## config.mk

```make
export PLATFORM = sky130hd
export DESIGN_NAME = address_strap_decode
export DESIGN_NICKNAME = d
export VERILOG_FILES = /design/src/verilog/strap_pkg.sv /design/src/verilog/address_strap_decode.sv /design/src/verilog/sync2.sv
export SDC_FILE = /design/constraint.sdc
export NUM_CORES = 1
export LEC_CHECK = 0
export BUFFER_PORTS_ARGS = -buffer_cell sky130_fd_sc_hd__buf_2
export CORE_MARGIN = 2
export CORE_UTILIZATION = 55
export DETAILED_ROUTE_END_ITERATION = 12
export PLACE_DENSITY = 0.79
export SETUP_SLACK_MARGIN = 0.5
export SLEW_MARGIN = 25
export SYNTH_ARGS = -nofsm -noshare
export SYNTH_HDL_FRONTEND = slang
export SYNTH_SLANG_ARGS = --single-unit
```

## constraint.sdc

```tcl
create_clock -name mclk_in -period 3.4 [get_ports mclk_in]
set_clock_uncertainty 0.1 [all_clocks]
set_input_delay 0.17 -clock mclk_in [delete_from_list [all_inputs] [get_ports mclk_in]]
set_output_delay 0.17 -clock mclk_in [all_outputs]
set_load 0.01 [all_outputs]
```

## src/verilog/strap_pkg.sv

```systemverilog
// Purpose: constants and types for the address strap decoder
// Assumes: eight strap positions, weights 128 down to 1
// Notes: one role per decoded strap setting
package strap_pkg;
  // ****************************************************************
  // strap layout
  // ****************************************************************
  localparam int STRAP_W = 8;
  localparam int ADDR_W = 7;
  localparam int MODE_BIT = 7;
  localparam logic [7:0] STRAP_RST = 8'h00;
  localparam logic [6:0] ADDR_FIRST_MASTER = 7'h04;
  localparam logic [6:0] ADDR_MAX = 7'h7f;
  localparam logic [6:0] ADDR_SUPERVISOR = 7'h00;
  localparam logic [7:0] N2_ADDR_MIN = 8'h01;
  localparam logic [7:0] N2_ADDR_MAX = 8'hff;
  // last settle count before the strap is captured
  localparam logic [1:0] SETTLE_LAST = 2'h3;

  // ****************************************************************
  // roles
  // ****************************************************************
  typedef enum logic [2:0] {
    ROLE_NONE,
    ROLE_RSV_SUPERVISOR,
    ROLE_RSV_PERIPHERAL,
    ROLE_WIRED_MASTER,
    ROLE_WIRED_SLAVE,
    ROLE_WIRELESS_MASTER,
    ROLE_N2_NODE,
    ROLE_N2_INVALID
  } role_t;
endpackage : strap_pkg

```

## src/verilog/address_strap_decode.sv

```systemverilog
// Purpose: latch the address/mode strap once after reset and decode role
// Assumes: strap pins are asynchronous and static while running
//   pins stay steady from reset release until latched_out rises
//   a power cycle reaches this block as a pulse on rst_in
// Notes: the n2 select is synchronised and latched with the strap; latched values hold until reset
//   pin changes after capture are ignored without any indication
`timescale 1ns/1ps
module address_strap_decode (
  // clock and reset
  input wire logic mclk_in,
  input wire logic rst_in,
  // strap pins and protocol select
  input wire logic [7:0] strap_in,
  input wire logic n2_mode_in,
  // decoded configuration
  output logic latched_out,
  output logic [6:0] node_addr_out,
  output logic [7:0] n2_addr_out,
  output logic wireless_mode_out,
  output logic addr_valid_out,
  output logic token_master_out,
  output logic bus_silent_out,
  output logic bus_disrupt_risk_out,
  output strap_pkg::role_t role_out
);
  // ****************************************************************
  // synchronise pins
  // ****************************************************************
  logic [8:0] pins_sync;
  logic [7:0] strap_sync;
  logic n2_sync;

  sync2 #(
    .W(9)
  ) u_sync (
    .mclk_in(mclk_in),
    .rst_in(rst_in),
    .d_in({n2_mode_in, strap_in}),
    .q_out(pins_sync)
  );

  // the n2 select rides on the top synchroniser bit
  assign strap_sync = pins_sync[strap_pkg::STRAP_W-1:0];
  assign n2_sync = pins_sync[strap_pkg::STRAP_W];

  // ****************************************************************
  // state
  // ****************************************************************
  typedef struct packed {
    logic [1:0] settle;
    logic latched;
    logic [7:0] strap;
    logic n2;
    logic [6:0] node_addr;
    logic [7:0] n2_addr;
    logic wireless;
    logic valid;
    logic master;
    logic silent;
    logic disrupt;
    strap_pkg::role_t role;
  } dec_state_t;

  dec_state_t st;
  dec_state_t next_st;

  // ****************************************************************
  // capture and decode
  // ****************************************************************
  always_comb begin
    logic [6:0] a;
    logic m;
    logic in_range;
    strap_pkg::role_t role;
    a = '0;
    m = 1'b0;
    in_range = 1'b0;
    role = strap_pkg::ROLE_NONE;
    next_st = st;

    // wait for the synchroniser to fill before capturing
    if (!st.latched) begin
      if (st.settle != strap_pkg::SETTLE_LAST) begin
        next_st.settle = st.settle + 2'h1;
      end else begin
        next_st.latched = 1'b1;
        next_st.strap = strap_sync;
        next_st.n2 = n2_sync;
      end
    end

    a = st.strap[strap_pkg::ADDR_W-1:0];
    m = st.strap[strap_pkg::MODE_BIT];
    in_range = (a >= strap_pkg::ADDR_FIRST_MASTER) &&
               (a <= strap_pkg::ADDR_MAX);

    // classify the latched strap into exactly one role
    if (st.latched) begin
      if (st.n2) begin
        if (st.strap >= strap_pkg::N2_ADDR_MIN &&
            st.strap <= strap_pkg::N2_ADDR_MAX) begin
          role = strap_pkg::ROLE_N2_NODE;
        end else begin
          role = strap_pkg::ROLE_N2_INVALID;
        end
      end else if (!m) begin
        if (a == strap_pkg::ADDR_SUPERVISOR) begin
          role = strap_pkg::ROLE_RSV_SUPERVISOR;
        end else if (!in_range) begin
          role = strap_pkg::ROLE_RSV_PERIPHERAL;
        end else begin
          role = strap_pkg::ROLE_WIRED_MASTER;
        end
      end else begin
        if (!in_range) begin
          role = strap_pkg::ROLE_WIRED_SLAVE;
        end else begin
          role = strap_pkg::ROLE_WIRELESS_MASTER;
        end
      end
    end

    // bus behaviour follows from the role alone; quiet unless a master or an n2 node
    next_st.role = role;
    next_st.node_addr = a;
    next_st.n2_addr = '0;
    next_st.wireless = 1'b0;
    next_st.valid = 1'b0;
    next_st.master = 1'b0;
    next_st.silent = 1'b1;
    next_st.disrupt = 1'b0;
    case (role)
      strap_pkg::ROLE_N2_NODE: begin
        // all eight positions weigh in as address bits
        next_st.n2_addr = st.strap;
        next_st.valid = 1'b1;
        next_st.silent = 1'b0;
      end
      strap_pkg::ROLE_N2_INVALID: begin
        // n2 address 0 is shown but never used on the bus
        next_st.n2_addr = st.strap;
      end
      strap_pkg::ROLE_RSV_SUPERVISOR: begin
        next_st.silent = 1'b1;
      end
      strap_pkg::ROLE_RSV_PERIPHERAL: begin
        next_st.silent = 1'b1;
      end
      strap_pkg::ROLE_WIRED_MASTER: begin
        next_st.valid = 1'b1;
        next_st.master = 1'b1;
        next_st.silent = 1'b0;
      end
      strap_pkg::ROLE_WIRED_SLAVE: begin
        // no token passing and no drive on a wired bus
        next_st.wireless = 1'b1;
        next_st.silent = 1'b1;
      end
      strap_pkg::ROLE_WIRELESS_MASTER: begin
        next_st.wireless = 1'b1;
        next_st.valid = 1'b1;
        next_st.master = 1'b1;
        next_st.silent = 1'b0;
        // a wired bus stalls while this node is attached
        next_st.disrupt = 1'b1;
      end
      default: begin
        // not yet latched: keep the quiet defaults
        next_st.silent = 1'b1;
      end
    endcase
  end

  // ****************************************************************
  // register
  // ****************************************************************
  always_ff @(posedge mclk_in or posedge rst_in) begin
    if (rst_in) begin
      st <= '{
        settle: 2'h0,
        latched: 1'b0,
        strap: strap_pkg::STRAP_RST,
        n2: 1'b0,
        node_addr: 7'h00,
        n2_addr: 8'h00,
        wireless: 1'b0,
        valid: 1'b0,
        master: 1'b0,
        silent: 1'b1,
        disrupt: 1'b0,
        role: strap_pkg::ROLE_NONE
      };
    end else begin
      st <= next_st;
    end
  end

  // ****************************************************************
  // outputs
  // ****************************************************************
  assign latched_out = st.latched;
  assign node_addr_out = st.node_addr;
  assign n2_addr_out = st.n2_addr;
  assign wireless_mode_out = st.wireless;
  assign addr_valid_out = st.valid;
  assign token_master_out = st.master;
  assign bus_silent_out = st.silent;
  assign bus_disrupt_risk_out = st.disrupt;
  assign role_out = st.role;
endmodule : address_strap_decode

```

## src/verilog/sync2.sv

```systemverilog
// Purpose: two flip-flop synchroniser for a bus of levels
// Assumes: inputs are quasi-static pins
// Notes: first stage is read only by the second
`timescale 1ns/1ps
module sync2 #(
  parameter int W = 8
) (
  // clock and reset
  input wire logic mclk_in,
  input wire logic rst_in,
  // levels
  input wire logic [W-1:0] d_in,
  output logic [W-1:0] q_out
);
  typedef struct packed {
    logic [W-1:0] s1;
    logic [W-1:0] s2;
  } sync_state_t;

  sync_state_t st;
  sync_state_t next_st;

  always_comb begin
    next_st.s1 = d_in;
    next_st.s2 = st.s1;
  end

  always_ff @(posedge mclk_in or posedge rst_in) begin
    if (rst_in) begin
      st <= '0;
    end else begin
      st <= next_st;
    end
  end

  assign q_out = st.s2;
endmodule : sync2
```

==> reports/results.md <==
* number of max-cap violations: 0
* average size of a mapped cell: 15.7 µm²
* initial drt markers: 34
* number of buffers inserted for hold repair after clock tree synthesis: 10
* total chip power: 1050 µW
* total global-route track usage: 13.5%
* number of standard cells in the final layout excluding fillers: 190
* arrival time reported for the critical path endpoint: 1.79 ns
* full die area: 3780 µm²
* top post-synthesis cells by count: dfrtp_1, buf_4, and3_1
* number of core rows: 20
* CTS clock-pin slew for the worst setup and hold paths: 0.14 ns
* total vias in the final route: 860
* CP startpoint kind: register
* clock tree from TritonCTS: yes
* post-synthesis xor/xnor area fraction: 0.482%
* maximum fanout along the worst path: 10
* setup fix buffers added after clock tree synthesis: 0
* gr ovfl total: 0
* CTS-repair resized insts: 0
* result of the run: complete, no violations
* leading cell types by total area after synthesis: dfrtp_1, buf_4, mux2_4
* DRC: 0
* Initial Utilization: 58.5%
* Antenna Diode Count: 0
* setup ws final: 1.76 ns
* largest voltage drop on the vdd net: 0.334 mV
* EDFF count, synth: 0
* H-tree Lvls: 2
* DIE HEIGHT: 61.5 µm
* Floorplan Core Area: 3100 µm²
* transition at the pin with the smallest max-transition slack: 0.826 ns
* post-synthesis share of cell area spent on and, or, nand and nor gates: 6.82%
* final hold viol count: 0
* net count after synthesis: 128
* post-synthesis cell type with the largest combined area: dfrtp_1
* Power Density: 511 nW/µm²
* setup slack after placement: 1.47 ns
* wire length of the first global-routing pass: 3.40 mm
* main combinational cell family by area after synthesis: buffers and inverters
* number of cells after detailed placement: 173
* setup TNS: 0 ns
* Post-Synthesis Cells: 116
* unrepaired setup endpoints after global routing: no
* synthesized cell area: 1820 µm²
* area added between synthesis and finish: 13.6%
* Top-Level Pins: 35
* Hold/Removal Path Class: register to register
* dpl hpwl: 1.43 mm
* clock tree buffer depth: 2
* fraction of the yosys area taken by sequential cells: 73.1%
* later-pin clock latency in the skew report: 0.36 ns
* layout cells sized above 1: 37.7%
* multiplexer share of the synthesized area: 7.23%
* Post-Synth Adder-Cell Area: 0.689%
* Total Routed Length: 2.21 mm
* via count of the first global-routing pass: 774
* Finished Core Util: 66.5%
* async set or reset register ratio after synthesis: 100%
* type of the worst setup path: register to register
* share of Yosys cell area claimed by the top area cell type: 71.6%
* Clock Sinks: 53
* max_slew headroom: 44.9%
* static leakage power: 0.00100 µW
* number of buffers added on ports: 34
* number of buffers added by the clock tree synthesis step: 5
* # fillers: 235
* top achievable clock speed: 611 MHz
* post-synthesis compound-gate area fraction: 2.34%
* number of antenna-violating nets in the routed design: 0
* initial antenna violation count: 0
* number of detailed-route iterations in the first pass: 4
* via density per instance: 4.53
* synthesized flop and latch total: 53
* die boundary width: 61.5 µm
* final clock period utilization by the worst path: 48.1%
* post-synth cell types: 23
* number of warnings reported in the yosys synthesis log: 0
* routability cong.: 0.723
* Root Driver: clkbuf_4
* final period demand of the worst path: 1.64 ns
* total setup violations reported at the end of the flow: 0
* Worst Path Required: 3.55 ns
* Setup crit end kind: register
* max-slew violation total from the final report: 0
* Synth Flop Type: dfrtp_1
* dominant cell by count in the synthesized netlist: dfrtp_1
* final-stage net count: 158
* maximum number of pins on one net before global-route repair: 54
* WL/cell: 11.7 µm
state kept, by name, indices dropped and copies added, names as in the netlist:
| signal | flops |
|---|---|
| addr_valid_out | 1 |
| bus_disrupt_risk_out | 1 |
| bus_silent_out | 1 |
| latched_out | 1 |
| n2_addr_out | 8 |
| next_st | 7 |
| node_addr_out | 7 |
| role_out | 3 |
| st | 4 |
| token_master_out | 1 |
| u_sync.next_st | 9 |
| u_sync.q_out | 9 |
| wireless_mode_out | 1 |
worst paths after layout:
kind	from	endpoint	cells after the start	slack [ns]
max	st[33]	next_st[21]	3	1.76
min	u_sync.next_st[6]	u_sync.q_out[6]	0	0.26
max reg2reg	st[33]	next_st[21]	3	1.76
min reg2reg	u_sync.next_st[6]	u_sync.q_out[6]	0	0.26
max in group asynchronous	rst_in	node_addr_out[1]	3	2.33
min in group asynchronous	rst_in	u_sync.q_out[6]	3	0.37
cell families (layout without fill, tap and decap cells):
kind of cell	count (synthesis)	after routing
simple gates	22	22
xor+xnor	1	1
mux	9	9
buf+inv	25	55
compound gates	5	5
flops	53	53
fa+ha+maj	1	1
critical path, cell delays in order (launching register included):
cell and delay [ns]:
dfrtp_1 0.39, ha_1 0.17, nor2b_2 0.52, mux2_4 0.35
stage by stage:
step	area (µm²)	hold WS, ns
floorplan	1820	0.101
global placement	1890	0.177
detailed placement	1890	0.180
CTS	2060	0.264
global route	2060	0.273
finish	2060	0.262
layer usage:
| layer | global-route usage, % | vias to the layer above | routed length (µm) |
|---|---|---|---|
| met5 | 0 | - | 0 |
| met4 | 10.0 | 0 | 31 |
| met3 | 5.04 | 4 | 137 |
| met2 | 22.2 | 30 | 1110 |
| met1 | 14.2 | 409 | 933 |
| li1 | - | 417 | - |
placed cells by master, fill, tap and decap left out:
| cell | n |
|---|---|
| nor3_2 | 1 |
| nand2_1 | 2 |
| nor2_1 | 4 |
| nor3_1 | 2 |
| a211oi_2 | 1 |
| o21ai_0 | 1 |
| nor2b_2 | 1 |
| dfrtp_1 | 52 |
| clkinv_2 | 2 |
| dlygate4sd3_1 | 10 |
| dfstp_2 | 1 |
| nor2b_1 | 1 |
| o211ai_1 | 1 |
| inv_1 | 3 |
| a31o_1 | 1 |
| bufinv_16 | 1 |
| mux2_2 | 1 |
| and3_1 | 9 |
| xor2_1 | 1 |
| ha_1 | 1 |
| clkbuf_4 | 5 |
| a221oi_1 | 1 |
| and2_1 | 2 |
| mux2_4 | 8 |
| buf_2 | 34 |
report_power, final:
| group | internal, µW | switching [µW] |
|---|---|---|
| Clock | 150 | 169 |
| Combinational | 32.3 | 31.1 |
| Sequential | 659 | 13.5 |
| Total | 841 | 213 |
cell type report:
cell class,instances,area [µm²],share of cell area (%)
flip-flops and latches,53,1330,64.3
multi-input cells,38,322,15.6
repair buffers,44,270,13.1
well taps,44,55.1,2.67
clock buffers,5,37.5,1.82
clock inverters,2,35.0,1.70
inverters,4,16.3,0.788
Power figures use the tool's default switching activity.
